File: src/rtl/ogb_pkg.sv
// Shared constants, modes and carriers for the output serializer gearbox
package ogb_pkg;

  // Parallel word width from the core and serial framing lengths
  localparam int unsigned OGB_WORD_W     = 8;
  localparam int unsigned OGB_FIFO_DEPTH = 16;
  localparam logic [2:0]  OGB_LAST_SEVEN = 3'h6;  // Bit index of final bit, 7:1
  localparam logic [2:0]  OGB_LAST_EIGHT = 3'h7;  // Bit index of final bit, 8:1
  localparam logic [2:0]  OGB_LAST_FOUR  = 3'h3;  // Bit index of final bit, 4:1
  localparam int unsigned OGB_LANE_B_LSB = 4;     // Second gearbox takes bits 7:4

  // Reset values of the pipeline
  localparam logic [7:0]  OGB_WORD_RST   = 8'h00;
  localparam logic [2:0]  OGB_CNT_RST    = 3'h0;
  localparam logic        OGB_IDLE_BIT   = 1'b0;

  // Gearing modes
  typedef enum logic [1:0] {
    OGB_MODE_SEVEN     = 2'b00,  // 7:1 video serializer, bits 6:0
    OGB_MODE_EIGHT     = 2'b01,  // generic_ddr_eight_mode, bits 7:0
    OGB_MODE_DUAL_FOUR = 2'b10   // generic_ddr_four_mode, two lanes
  } ogb_mode_t;

  // Word travelling through the pipeline with its gearing mode
  typedef struct packed {
    ogb_mode_t                  mode;
    logic [OGB_WORD_W-1:0]      data;
  } ogb_word_t;

  // Serial outputs toward the I/O buffer
  typedef struct packed {
    logic q;         // first_output_logic_slice / 7:1 / 8:1 stream
    logic q_second;  // second_output_logic_slice stream in dual mode
    logic active;    // A framed bit is being driven
  } ogb_serial_t;

endpackage : ogb_pkg

File: src/rtl/ogb_fifo.sv
// Parameterised synchronous FIFO with valid/ready on both sides
`timescale 1ns/1ps
`default_nettype none
module ogb_fifo #(
  parameter int unsigned WIDTH = 10,
  parameter int unsigned DEPTH = 16
) (
  input  wire logic             clk,
  input  wire logic             reset,
  input  wire logic             in_valid,
  output logic                  in_ready,
  input  wire logic [WIDTH-1:0] in_data,
  output logic                  out_valid,
  input  wire logic             out_ready,
  output logic [WIDTH-1:0]      out_data
);
  import ogb_pkg::*;

  localparam int unsigned AW = $clog2(DEPTH);
  localparam logic [AW:0]   DEPTH_C = (AW+1)'(DEPTH);
  localparam logic [AW-1:0] LAST_C  = AW'(DEPTH - 1);

  logic [WIDTH-1:0] mem [DEPTH];
  logic [AW-1:0]    wr_ptr;
  logic [AW-1:0]    rd_ptr;
  logic [AW:0]      count;
  logic [AW-1:0]    next_wr_ptr;
  logic [AW-1:0]    next_rd_ptr;
  logic [AW:0]      next_count;
  logic             push;
  logic             pop;

  // Handshakes use registered flags only, so full and empty are honest
  assign push     = in_valid && in_ready;
  assign pop      = out_valid && out_ready;
  assign out_data = mem[rd_ptr];

  // Pointer and occupancy update
  always_comb begin
    next_wr_ptr = wr_ptr;
    next_rd_ptr = rd_ptr;
    next_count  = count;
    if (push) begin
      next_wr_ptr = (wr_ptr == LAST_C) ? '0 : wr_ptr + 1'b1;
    end
    if (pop) begin
      next_rd_ptr = (rd_ptr == LAST_C) ? '0 : rd_ptr + 1'b1;
    end
    if (push && !pop) begin
      next_count = count + 1'b1;
    end else if (pop && !push) begin
      next_count = count - 1'b1;
    end
  end

  always_ff @(posedge clk) begin
    if (reset) begin
      wr_ptr    <= '0;
      rd_ptr    <= '0;
      count     <= '0;
      in_ready  <= 1'b0;
      out_valid <= 1'b0;
    end else begin
      wr_ptr    <= next_wr_ptr;
      rd_ptr    <= next_rd_ptr;
      count     <= next_count;
      in_ready  <= (next_count != DEPTH_C);
      out_valid <= (next_count != '0);
    end
  end

  // Storage is written only; no reset needed on data
  always_ff @(posedge clk) begin
    if (push) begin
      mem[wr_ptr] <= in_data;
    end
  end

endmodule : ogb_fifo
`default_nettype wire

File: src/rtl/ogb_serializer.sv
// Output serializer gearbox: parallel core words to a serial bit stream
//
// Operation
// - The I/O cell carries its own serializer able to turn eight parallel bits into one stream.
// - The serializer runs as one 7:1 serializer, one 8:1 gearbox or two lock-step 4:1 gearboxes sharing one counter.
// - Data arrives on eight bits: 7:1 uses 6:0, 8:1 uses 7:0, dual 4:1 uses 3:0 and 7:4.
// - The first pipeline stage captures the parallel word from the core side.
// - The second stage hands each captured word over to the high-speed shifting registers.
// - The third stage shifts the word out bit by bit onto the serial output.
`timescale 1ns/1ps
`default_nettype none
module ogb_serializer (
  input  wire logic                      clk,
  input  wire logic                      reset,
  input  wire ogb_pkg::ogb_mode_t        mode,
  input  wire logic [ogb_pkg::OGB_WORD_W-1:0] in_data,
  input  wire logic                      in_valid,
  output logic                           in_ready,
  output var ogb_pkg::ogb_serial_t       serial_out,
  output logic                           word_start
);
  import ogb_pkg::*;

  // Stage 1 lives in the FIFO; it captures word and mode together
  ogb_word_t  in_word;
  ogb_word_t  fifo_word;
  logic       fifo_valid;
  logic       fifo_ready;

  // Stage 2 hold register
  ogb_word_t  hold;
  logic       hold_valid;
  ogb_word_t  next_hold;
  logic       next_hold_valid;

  // Stage 3 shifter state
  logic [OGB_WORD_W-1:0] shreg;
  logic [2:0]            bit_cnt;
  logic                  shifting;
  ogb_mode_t             sh_mode;
  logic [OGB_WORD_W-1:0] next_shreg;
  logic [2:0]            next_bit_cnt;
  logic                  next_shifting;
  ogb_mode_t             next_sh_mode;
  ogb_serial_t           next_serial;
  logic                  next_word_start;
  logic                  load;

  // Mask unused bits so seven-bit words never leak bit 7 onto the line
  assign in_word.mode = mode;
  assign in_word.data = (mode == OGB_MODE_SEVEN) ? {1'b0, in_data[6:0]}
                                                 : in_data;

  // Sixteen-word buffer absorbs core bursts; its ready stalls the core
  ogb_fifo #(
    .WIDTH ($bits(ogb_word_t)),
    .DEPTH (OGB_FIFO_DEPTH)
  ) u_stage1_fifo (
    .clk       (clk),
    .reset     (reset),
    .in_valid  (in_valid),
    .in_ready  (in_ready),
    .in_data   (in_word),
    .out_valid (fifo_valid),
    .out_ready (fifo_ready),
    .out_data  (fifo_word)
  );

  // Shifter takes a new word when idle or on the last bit of the old one
  assign load = hold_valid && (!shifting || bit_cnt == OGB_CNT_RST);

  // Hold refills whenever it is empty or handing its word over
  assign fifo_ready = !hold_valid || load;

  // Stage 2 next state
  always_comb begin
    next_hold       = hold;
    next_hold_valid = hold_valid;
    if (fifo_ready) begin
      next_hold_valid = fifo_valid;
      if (fifo_valid) begin
        next_hold = fifo_word;
      end
    end
  end

  always_ff @(posedge clk) begin
    if (reset) begin
      hold       <= '{mode: OGB_MODE_EIGHT, data: OGB_WORD_RST};
      hold_valid <= 1'b0;
    end else begin
      hold       <= next_hold;
      hold_valid <= next_hold_valid;
    end
  end

  // Stage 3 next state: shift, count and drive the serial bits
  always_comb begin
    next_shreg      = shreg;
    next_bit_cnt    = bit_cnt;
    next_shifting   = shifting;
    next_sh_mode    = sh_mode;
    next_word_start = 1'b0;
    next_serial     = '{q: OGB_IDLE_BIT, q_second: OGB_IDLE_BIT, active: 1'b0};
    if (load) begin
      next_shifting   = 1'b1;
      next_sh_mode    = hold.mode;
      next_word_start = 1'b1;
      next_serial.active   = 1'b1;
      next_serial.q        = hold.data[0];
      next_serial.q_second = OGB_IDLE_BIT;
      case (hold.mode)
        OGB_MODE_SEVEN: begin
          next_bit_cnt = OGB_LAST_SEVEN;
          next_shreg   = {1'b0, hold.data[7:1]};
        end
        OGB_MODE_DUAL_FOUR: begin
          // Two lock-step lanes sharing one counter, each shifting its own nibble
          next_bit_cnt         = OGB_LAST_FOUR;
          next_serial.q_second = hold.data[OGB_LANE_B_LSB];
          next_shreg           = {1'b0, hold.data[7:5], 1'b0, hold.data[3:1]};
        end
        default: begin
          next_bit_cnt = OGB_LAST_EIGHT;
          next_shreg   = {1'b0, hold.data[7:1]};
        end
      endcase
      // Count holds the bits still to come, so a full frame is LAST plus one
    end else if (shifting && bit_cnt != OGB_CNT_RST) begin
      next_serial.active = 1'b1;
      next_serial.q      = shreg[0];
      next_bit_cnt       = bit_cnt - 3'h1;
      if (sh_mode == OGB_MODE_DUAL_FOUR) begin
        next_serial.q_second = shreg[OGB_LANE_B_LSB];
        next_shreg           = {1'b0, shreg[7:5], 1'b0, shreg[3:1]};
      end else begin
        next_shreg = {1'b0, shreg[7:1]};
      end
    end else begin
      // Underrun: no word waiting, so the line falls back to idle
      next_shifting = 1'b0;
    end
  end

  always_ff @(posedge clk) begin
    if (reset) begin
      shreg      <= OGB_WORD_RST;
      bit_cnt    <= OGB_CNT_RST;
      shifting   <= 1'b0;
      sh_mode    <= OGB_MODE_EIGHT;
      serial_out <= '{q: OGB_IDLE_BIT, q_second: OGB_IDLE_BIT, active: 1'b0};
      word_start <= 1'b0;
    end else begin
      shreg      <= next_shreg;
      bit_cnt    <= next_bit_cnt;
      shifting   <= next_shifting;
      sh_mode    <= next_sh_mode;
      serial_out <= next_serial;
      word_start <= next_word_start;
    end
  end

endmodule : ogb_serializer
`default_nettype wire

File: config.mk
export PLATFORM = sky130hd
export DESIGN_NAME = ogb_serializer
export DESIGN_NICKNAME = d
export VERILOG_FILES = /design/src/rtl/ogb_pkg.sv /design/src/rtl/ogb_fifo.sv /design/src/rtl/ogb_serializer.sv
export SDC_FILE = /design/constraint.sdc
export NUM_CORES = 1
export LEC_CHECK = 0
export ABC_CLOCK_PERIOD_IN_PS = 2960
export BUFFER_PORTS_ARGS = -buffer_cell sky130_fd_sc_hd__clkbuf_2
export CAP_MARGIN = 30
export CORE_MARGIN = 8
export CORE_UTILIZATION = 35
export CTS_BUF_LIST = sky130_fd_sc_hd__clkbuf_8
export DETAILED_ROUTE_END_ITERATION = 8
export PLACE_DENSITY = 0.48
export SETUP_SLACK_MARGIN = 0.3
export SLEW_MARGIN = 15
export SYNTH_ARGS = -nofsm -noshare
export SYNTH_HDL_FRONTEND = slang
export SYNTH_HIERARCHICAL = 1
export SYNTH_SLANG_ARGS = --single-unit
export TNS_END_PERCENT = 50
File: constraint.sdc
create_clock -name clk -period 2.96 [get_ports clk]
set_clock_uncertainty 0.05 [all_clocks]
set_input_delay 0.592 -clock clk [delete_from_list [all_inputs] [get_ports clk]]
set_output_delay 0.592 -clock clk [all_outputs]
set_load 0.02 [all_outputs]
Yosys cells after proc, flatten, opt, wreduce, memory -nomap -nowiden
Memory sizes are Yosys's and may differ from the RTL's. A register that Yosys moved wholly into a read port is not among the register bits.
Index checks and enable logic that the tools add are counted.
{"block": "op_classes", "n_addsub": 5, "eq_ne": 6, "n_mux": 21, "reduce_logical": 19}
{"operator": "two-way mux 8 bit", "n": 3}
{"operator": "two-way mux 4 bit", "n": 4}
{"operator": "two-way mux 3 bit", "n": 4}
{"operator": "two-way mux 5 bit", "n": 2}
{"operator": "adder 4 x 1 -> 4 bit (second input constant)", "n": 2}
{"operator": "== test 4 bit (second input constant)", "n": 2}
{"operator": "two-way mux 1 bit", "n": 7}
{"operator": "logical AND 1 bit", "n": 6}
{"operator": "one-hot mux 3 bit (2 select lines)", "n": 1}
{"operator": "adder 5 x 1 -> 5 bit (second input constant)", "n": 1}
{"operator": "inequality test 5 bit (second input constant)", "n": 1}
{"operator": "nonzero test 5 bit", "n": 1}
{"operator": "subtractor 5 x 1 -> 5 bit (second input constant)", "n": 1}
{"operator": "== test 2 bit (second input constant)", "n": 2}
{"operator": "logical NOT 1 bit", "n": 4}
{"operator": "logical NOT 2 bit", "n": 2}
{"operator": "logical NOT 3 bit", "n": 1}
{"operator": "nonzero test 3 bit", "n": 1}
{"operator": "subtractor 3 x 1 -> 3 bit (second input constant)", "n": 1}
{"operator": "logical OR 1 bit", "n": 2}
{"operator": "inequality test 2 bit (second input constant)", "n": 1}
{"operator": "AND reduction 2 bit", "n": 1}
{"operator": "nonzero test 2 bit", "n": 1}
{"block": "totals", "regBits": 34, "mem_bits_rw": 160, "output_inout_bits": 5, "n_memories": 1}
{"memory": "u_stage1_fifo.mem", "words": 16, "width": 10, "read_ports": 1, "rd_clocked_by_memory_dff": 1, "wr": 1, "line": "ogb_fifo.sv:23", "text": "logic [WIDTH-1:0] mem [DEPTH];"}

Longest topological paths before layout
Gate-level depths: netlist of the first run.
{"block": "depth", "ltp_word": 9, "ltp_mapped": 12, "depth_no_buf": 10}

Cells and area by module
Netlist of the first run, hierarchy kept.
{"module": "ogb_fifo", "n_inst": 1, "cells_per_inst": 339, "area_per_inst_um2": 7116.8, "seq_area_each_um2": 5185.0}
{"module": "ogb_serializer", "n_inst": 1, "cells_per_inst": 129, "area_per_inst_um2": 1306.3, "seq_area_each_um2": 560.5}

Worst setup path after synthesis of the first run
OpenSTA, ideal clock, no wires.
{"block": "synth_path", "path_type": "register to register", "start": "register bit_cnt[0]", "end": "register u_stage1_fifo.in_ready", "t_arrival_ps": 2064, "path_slack_ps": 715, "stages_incl_launch_ff": 13, "n_path_buf": 2, "path_cell_list": "dfxtp_1 > inv_1 > ha_1 > ha_1 > nor2b_4 > buf_6 > nand2_1 > and2_1 > clkbuf_1 > and3_1 > a31oi_1 > xor2_1 > a31oi_1"}
{"block": "synth_between", "elab_chain_cells": 9}
{"item": "start: declaration", "line": "ogb_serializer.sv:38", "text": "logic [2:0] bit_cnt;"}
{"item": "start signal: assignment", "line": "ogb_serializer.sv:155", "text": "bit_cnt <= next_bit_cnt;"}
{"item": "logical NOT 3 bit (*)", "line": "ogb_serializer.sv:70", "text": "assign load = hold_valid && (!shifting || bit_cnt == OGB_CNT_RST);"}
{"item": "logical OR 1 bit (*)", "line": "ogb_serializer.sv:70"}
{"item": "logical AND 1 bit (*)", "line": "ogb_serializer.sv:70"}
{"item": "logical OR 1 bit (*)", "line": "ogb_serializer.sv:73", "text": "assign fifo_ready = !hold_valid || load;"}
{"item": "via fifo_ready", "line": "ogb_serializer.sv:28", "text": "logic fifo_ready;"}
{"item": "logical AND 1 bit (*)", "line": "ogb_fifo.sv:35", "text": "assign pop = out_valid && out_ready;"}
{"item": "logical AND 1 bit or logical NOT 1 bit (tied branches)", "line": "ogb_fifo.sv:51, ogb_fifo.sv:49"}
{"item": "two-way mux 5 bit or logical AND 1 bit (tied branches)", "line": "ogb_fifo.sv:51, ogb_fifo.sv:49"}
{"item": "two-way mux 5 bit (*)", "line": "ogb_fifo.sv:49", "text": "if (push && !pop) begin"}
{"item": "inequality test 5 bit (*)", "line": "ogb_fifo.sv:67", "text": "in_ready <= (next_count != DEPTH_C);"}
{"item": "end signal: assignment", "line": "ogb_fifo.sv:67"}
{"item": "end: declaration", "line": "ogb_fifo.sv:11", "text": "output logic in_ready,"}
Mark *: on every way through the listed nets, which the timed path passes. The rest lies on a longest branch.
A chain may end at the register's enable or synchronous reset.

Worst setup path in the final report of the first run
{"block": "layout_path", "start": "register bit_cnt[0]", "end": "register u_stage1_fifo.out_valid"}
{"block": "layout_between", "elab_chain_cells": 9}
{"item": "logical NOT 3 bit (*)", "line": "ogb_serializer.sv:70"}
{"item": "logical OR 1 bit (*)", "line": "ogb_serializer.sv:70"}
{"item": "logical AND 1 bit (*)", "line": "ogb_serializer.sv:70"}
{"item": "logical OR 1 bit (*)", "line": "ogb_serializer.sv:73"}
{"item": "via fifo_ready", "line": "ogb_serializer.sv:28"}
{"item": "logical AND 1 bit (*)", "line": "ogb_fifo.sv:35"}
{"item": "logical AND 1 bit or logical NOT 1 bit (tied branches)", "line": "ogb_fifo.sv:51, ogb_fifo.sv:49"}
{"item": "two-way mux 5 bit or logical AND 1 bit (tied branches)", "line": "ogb_fifo.sv:51, ogb_fifo.sv:49"}
{"item": "two-way mux 5 bit (*)", "line": "ogb_fifo.sv:49"}
{"item": "nonzero test 5 bit (*)", "line": "ogb_fifo.sv:68", "text": "out_valid <= (next_count != '0);"}
{"item": "end signal: assignment", "line": "ogb_fifo.sv:68"}
{"item": "end: declaration", "line": "ogb_fifo.sv:13", "text": "output logic out_valid,"}
Marks and branches as above.

==> results of run 1 <==
[metrics by stage]
| stage | power [uW] | utilization | hold WS, ns | std cells | worst slack [ns] |
|---|---|---|---|---|---|
| 2_1_floorplan | 4640 | - | 0.390 | 468 | 0.715 |
| 6_report | 7260 | 0.401 | 0.399 | 851 | 0.722 |
| 3_5_place_dp | 4980 | 0.372 | 0.411 | 784 | 0.558 |
| 3_3_place_gp | 4960 | 0.372 | 0.413 | 784 | 0.633 |
| 5_1_grt | 7640 | 0.401 | 0.409 | 851 | 0.513 |
| 4_1_cts | 7370 | 0.400 | 0.407 | 850 | 0.698 |
[cells by family (layout without fill, tap and decap cells)]
group           after synthesis  after routing  share of synthesized area
compound gates               45             45                     0.0376
xor+xnor                      7              7                    0.00728
mux                          66             66                      0.167
simple gates                101            101                     0.0660
flops                       207            207                      0.682
buf+inv                      33             97                     0.0272
fa+ha+maj                     9              9                     0.0134
[layer usage]
layer | vias to the layer above | global-route usage
met5 | - | 0
met3 | 38 | 0.0274
met1 | 2153 | 0.159
met2 | 80 | 0.198
li1 | 1949 | -
met4 | 0 | 0.0446
[cell type report]
cell class	count	area share
Sequential cell	207	0.608
Multi-Input combinational cell	228	0.259
Clock inverter	29	0.0159
Inverter	9	0.00358
Timing Repair Buffer	22	0.0170
Clock buffer	37	0.0539
Tap cell	319	0.0422
[power by group through the flow]
stage / combinational, uW / clock, uW / sequential, uW
6_report: 1440 / 2360 / 3450
5_1_grt: 1570 / 2590 / 3480
4_1_cts: 1470 / 2450 / 3460
3_5_place_dp: 1460 / 0 / 3510
3_3_place_gp: 1450 / 0 / 3510
2_1_floorplan: 1160 / 0 / 3480
[cell usage after synthesis, drive strengths merged (2+ instances only)]
library cell	n	area share
ha	9	0.013
o21ai	7	0.0042
xor2	4	0.0042
inv	9	0.0040
dfxtp	47	0.11
and2	14	0.010
mux4	50	0.15
nand4b	2	0.0021
nor2	19	0.0085
clkbuf	8	0.0036
nand2	16	0.0071
and3	6	0.0045
xnor2	3	0.0031
buf	16	0.020
a211oi	8	0.010
a31oi	3	0.0022
nand3	6	0.0042
a21oi	18	0.011
nor3	6	0.0036
mux2i	16	0.019
nand2b	20	0.015
or3	2	0.0015
a311oi	3	0.0031
nand3b	2	0.0018
edfxtp	160	0.57
nor2b	2	0.0024
[worst max-delay path: stages, from the launching register on]
cell	delay, ns
dfxtp_1	0.32
inv_1	0.06
ha_1	0.19
ha_1	0.21
nor2b_4	0.13
nand2_1	0.08
nand2_1	0.26
nor4b_1	0.10
or3_1	0.33
a21oi_1	0.24
a31oi_1	0.13
[registers in the layout (all words and copies together), names as in the netlist, 3 cells and up, named ones only]
signal and flops:
u_stage1_fifo/mem 160, u_stage1_fifo/rd_ptr 4, hold 10, shreg 7
serial_out 3, bit_cnt 3, u_stage1_fifo/count 5, u_stage1_fifo/wr_ptr 4
[worst paths after layout]
kind	slack (ns)	cells after the start	start	to
setup / recovery	0.72	10	bit_cnt[0]	u_stage1_fifo/out_valid
hold / removal	0.40	2	shreg[0]	serial_out[2]
setup reg to reg	0.72	10	bit_cnt[0]	u_stage1_fifo/out_valid
hold reg to reg	0.40	2	shreg[0]	serial_out[2]
==> metrics.txt, run 1 <==
largest net degree at the start of global routing=54; via total after detailed routing=4220; DRT iter0 DRCs=332; fill count=2188; DR WL met2=8.29 mm; RSZ-0062 raised after global routing=false; DR DRC count=0; M1 WL=7.60 mm; DR pass1 iterations=4; CTS HTree Levels=2; WP data arrival=2.56 ns; Area growth syn-to-layout=12.2%; commonest non-fill, non-tap cells in the layout=160 x edfxtp_1, 46 x dfxtp_1, 37 x clkbuf_8, 31 x mux4_1; die area=29300 um2; PortBufs=17; Slew headroom=0.506; routed vias/inst=4.96; I/O pins=18; worst-skew pair later-pin latency=0.52 ns; WP data required=3.29 ns; TritonCTS buffer count=37; nets=527; # clock sinks=207; power per standard cell area=768 nW/um2; clock group share of total power=0.326; cts hold-fix bufs=0; number of diodes=0; register area share after synthesis=0.682; Final ANT Viol Nets=0; CTS tree=yes; status=completed; initial antenna violation count=0; minimum clock period=2.24 ns; Setup TNS=0 ns; commonest non-fill, non-tap cell in the layout=edfxtp_1; fmax=0.447 GHz; yosys warns=6; layout cell share with drive strength beyond 1=0.184; Crit. End Element=flop; Hold WC Path Type=reg -> reg; maxcap violations=0; Yosys reg bits=207; row cnt=56; clock-pin slew on the worst setup and hold paths=0.06 ns; DP Area=8770 um2; CTS Buffer Depth=3; Post-CTS Resized=0; grt ovf=0; worst-path fanout max=9; Mapped Nets=490; post-DR wirelength/cell=20.1 um; Syn Area/Cell=18.0 um2; switching pwr=2000 uW; RePlAce Congestion=0.736; cells after synthesis=468; CORE AREA=23500 um2; met3 WL=864 um; EDFF count, synth=160; final instance area=9450 um2; Die X=171 um; Setup-failing EPs final=0; number of distinct library cells after synthesis=47; Syn Std Cell Area=8420 um2; drt total wl=17.1 mm; combinational power share=0.199; Final Max Tran Viols=0; Leak=0.00314 uW; DPL Wire Length=10.7 mm; first-pass GRT wire length=26.5 mm; Pint=5260 uW; vias in the first global route=4344; ys async rst share=0; Synth Flop Type=edfxtp_1; CP Launch Type=flop; switching part of the total=0.275; area of the multi-input gates=2450 um2; Post-CTS Setup Inserts=0; worst vdd rail ir drop=0.306 mV; sequential cell area=5750 um2; highest metal used=met4; Final Hold Vio Count=0; GRT Total Usage=0.122; CTS root buf=clkbuf_8; CP Class=reg -> reg; Reg power frac=0.476; Slew @ Worst Pin=0.737 ns; Period Utilization, post-route=0.756; DIE HEIGHT=171 um; Starting Density=0.358
Power figures use the tool's default switching activity.
==> inputs of run 2 (changes only) <==
--- a/config.mk
+++ b/config.mk
@@ -5,14 +5,15 @@
 export SDC_FILE = /design/constraint.sdc
 export NUM_CORES = 1
 export LEC_CHECK = 0
-export ABC_CLOCK_PERIOD_IN_PS = 2960
+export ABC_AREA = 1
+export ABC_CLOCK_PERIOD_IN_PS = 2000
 export BUFFER_PORTS_ARGS = -buffer_cell sky130_fd_sc_hd__clkbuf_2
 export CAP_MARGIN = 30
 export CORE_MARGIN = 8
 export CORE_UTILIZATION = 35
 export CTS_BUF_LIST = sky130_fd_sc_hd__clkbuf_8
 export DETAILED_ROUTE_END_ITERATION = 8
-export PLACE_DENSITY = 0.48
+export PLACE_DENSITY = 0.49
 export SETUP_SLACK_MARGIN = 0.3
 export SLEW_MARGIN = 15
 export SYNTH_ARGS = -nofsm -noshare
==> constraint.sdc (replaced) <==
create_clock -name clk -period 2 [get_ports clk]
set_clock_uncertainty 0.05 [all_clocks]
set_input_delay 0.4 -clock clk [delete_from_list [all_inputs] [get_ports clk]]
set_output_delay 0.4 -clock clk [all_outputs]
set_load 0.02 [all_outputs]
==> run 2 against run 1 <==
Compared with the run above: utilization grew 3.0 points; clock-buffer cell count up 1; critical path depth grew 3; global-route usage rose by 1.8 points; highest routed layer unchanged; final cell count grew 41%; combinational power rose to 3.4 times the previous value; synthesized cell count increased by 65%; clock power increased by 50%.
==> metrics.txt, run 2 <==
drt total wl=22.4 mm; TritonCTS buffer count=36; worst-path fanout max=7; Slew headroom=0.582; Mapped Nets=796; Hold WC Path Type=in -> reg; DPL Wire Length=13.1 mm; biggest regs=u_stage1_fifo/mem x160, hold x10, shreg x7; post-DR wirelength/cell=18.6 um; Setup TNS=0 ns; yosys warns=6; Die X=173 um; nets=876; Synth Flop Type=edfxtp_1; Area growth syn-to-layout=21.1%; worst vdd rail ir drop=0.660 mV; die area=30100 um2; worst-skew pair later-pin latency=0.52 ns; via total after detailed routing=6069; number of distinct library cells after synthesis=39; highest metal used=met4; Setup-failing EPs final=0; cts hold-fix bufs=0; # clock sinks=207; minimum clock period=1.76 ns; fill count=2250; layout cell share with drive strength beyond 1=0.216; RSZ-0062 raised after global routing=true; Crit. End Element=flop; WP data arrival=2.11 ns; initial antenna violation count=0; CORE AREA=24300 um2; Final ANT Viol Nets=0; PnR Total Power=13800 uW; DR pass1 iterations=5; DR WL met2=10.9 mm; CP Launch Type=flop; GRT Total Usage=0.140; DRT iter0 DRCs=340; Slew @ Worst Pin=0.627 ns; number of diodes=0; CTS HTree Levels=2; routed vias/inst=5.05; Period Utilization, post-route=0.878; grt ovf=0; Yosys reg bits=207; Post-synth top cells=160 x edfxtp_1, 127 x nor2_1, 88 x nand2_1; Largest register FFs=160; most frequent cell after synthesis=edfxtp_1; DR DRC count=0; register area share after synthesis=0.663; commonest non-fill, non-tap cell in the layout=edfxtp_1; met3 WL=1.14 mm; Syn Std Cell Area=8670 um2; DIE HEIGHT=173 um; first-pass GRT wire length=33.3 mm; M1 WL=9.89 mm; share of the synthesized area in the top cell type=0.554; top cells by area, synth=edfxtp_1 55%, dfxtp_1 11%, nor2_1 5.5%; power per standard cell area=1320 nW/um2; commonest non-fill, non-tap cells in the layout=160 x edfxtp_1, 122 x nor2_1, 81 x nand2_1, 62 x o21ai_0, 52 x inv_1; post-synth top area cell=edfxtp_1; WP data required=2.36 ns; clock-pin slew on the worst setup and hold paths=0.06 ns; largest net degree at the start of global routing=36; PortBufs=17; ys async rst share=0; row cnt=57; CTS tree=yes; Starting Density=0.356; vias in the first global route=6004; RePlAce Congestion=0.818; Final Hold Vio Count=0; Syn Area/Cell=11.2 um2; CP Class=reg -> reg; I/O pins=18; CTS Buffer Depth=3; Leak=0.00388 uW; cells after synthesis=774; Top reg by flops=u_stage1_fifo/mem; CTS root buf=clkbuf_8; Final Max Tran Viols=0; EDFF count, synth=160; fmax=0.570 GHz; maxcap violations=0; status=completed
-- run 2: layout make-up --
cell class	count	area (um2)	area share
clock buffer	38	523	0.0498
tap	324	405	0.0386
timing repair buffer	79	841	0.0801
timing repair inverter	3	33.8	0.00322
inverter	49	211	0.0201
clock inverter	24	129	0.0123
multi-input combinational	478	2600	0.248
sequential	207	5750	0.548
-- run 2: final timing paths --
path / start / endpoint / slack, ns / cells past startpoint
worst max register to register: bit_cnt[0] / u_stage1_fifo/in_ready / 0.24 / 13
worst max-delay path: bit_cnt[0] / u_stage1_fifo/in_ready / 0.24 / 13
worst min register to register: hold[0] / serial_out[2] / 0.41 / 2
worst min-delay path: reset / shreg[3] / 0.13 / 2
-- run 2: cells by family (layout without fill, tap and decap cells) --
family / Yosys count / after routing / share of synthesized area
compound gates: 163 / 163 / 0.110
simple gates: 304 / 304 / 0.155
fa+ha+maj: 9 / 9 / 0.0130
flops: 207 / 207 / 0.663
xor+xnor: 2 / 2 / 0.00289
buf+inv: 89 / 193 / 0.0566
-- run 2: per-layer routing --
metal | vias up | global-route usage
met5 | - | 0
met4 | 0 | 0.0532
met3 | 35 | 0.0264
met2 | 161 | 0.229
met1 | 2986 | 0.181
li1 | 2887 | -
-- run 2: timing repair --
action	4_1_cts	5_1_grt
buffers inserted	4	10
pin swaps	11	19
hold endpoints to repair	0	0
endpoints found under the setup margin	11	18
resized for setup	24	45
cloned	1	11
-- run 2: where the power goes --
| group | total (uW) | switching, uW | leakage (uW) | internal, uW |
|---|---|---|---|---|
| Combinational | 4940 | 2880 | 0.00168 | 2060 |
| Clock | 3540 | 1660 | 0.000363 | 1880 |
| Sequential | 5350 | 306 | 0.00183 | 5050 |
-- run 2: through the flow --
stage               std cells  area, um2  hold slack [ns]   util  setup WS, ns
finish                   1202      10500            0.135  0.432         0.244
global placement         1114       9240            0.397  0.380         0.213
CTS                      1181      10000            0.110  0.412         0.250
floorplan                 774       8710            0.370      -         0.171
detailed placement       1114       9240            0.404  0.380         0.180
global route             1202      10500            0.128  0.432         0.132
-- run 2: critical path, stage by stage, from the launching register on --
cell and delay, ns:
dfxtp_2 0.33, inv_2 0.05, ha_4 0.15, ha_4 0.16
nor2_4 0.11, nand2_4 0.08, nand2_8 0.11, inv_8 0.05
nand3_2 0.08, nand2_1 0.07, nand2_2 0.08, nand2_2 0.08
o21bai_4 0.16, nand3_1 0.09
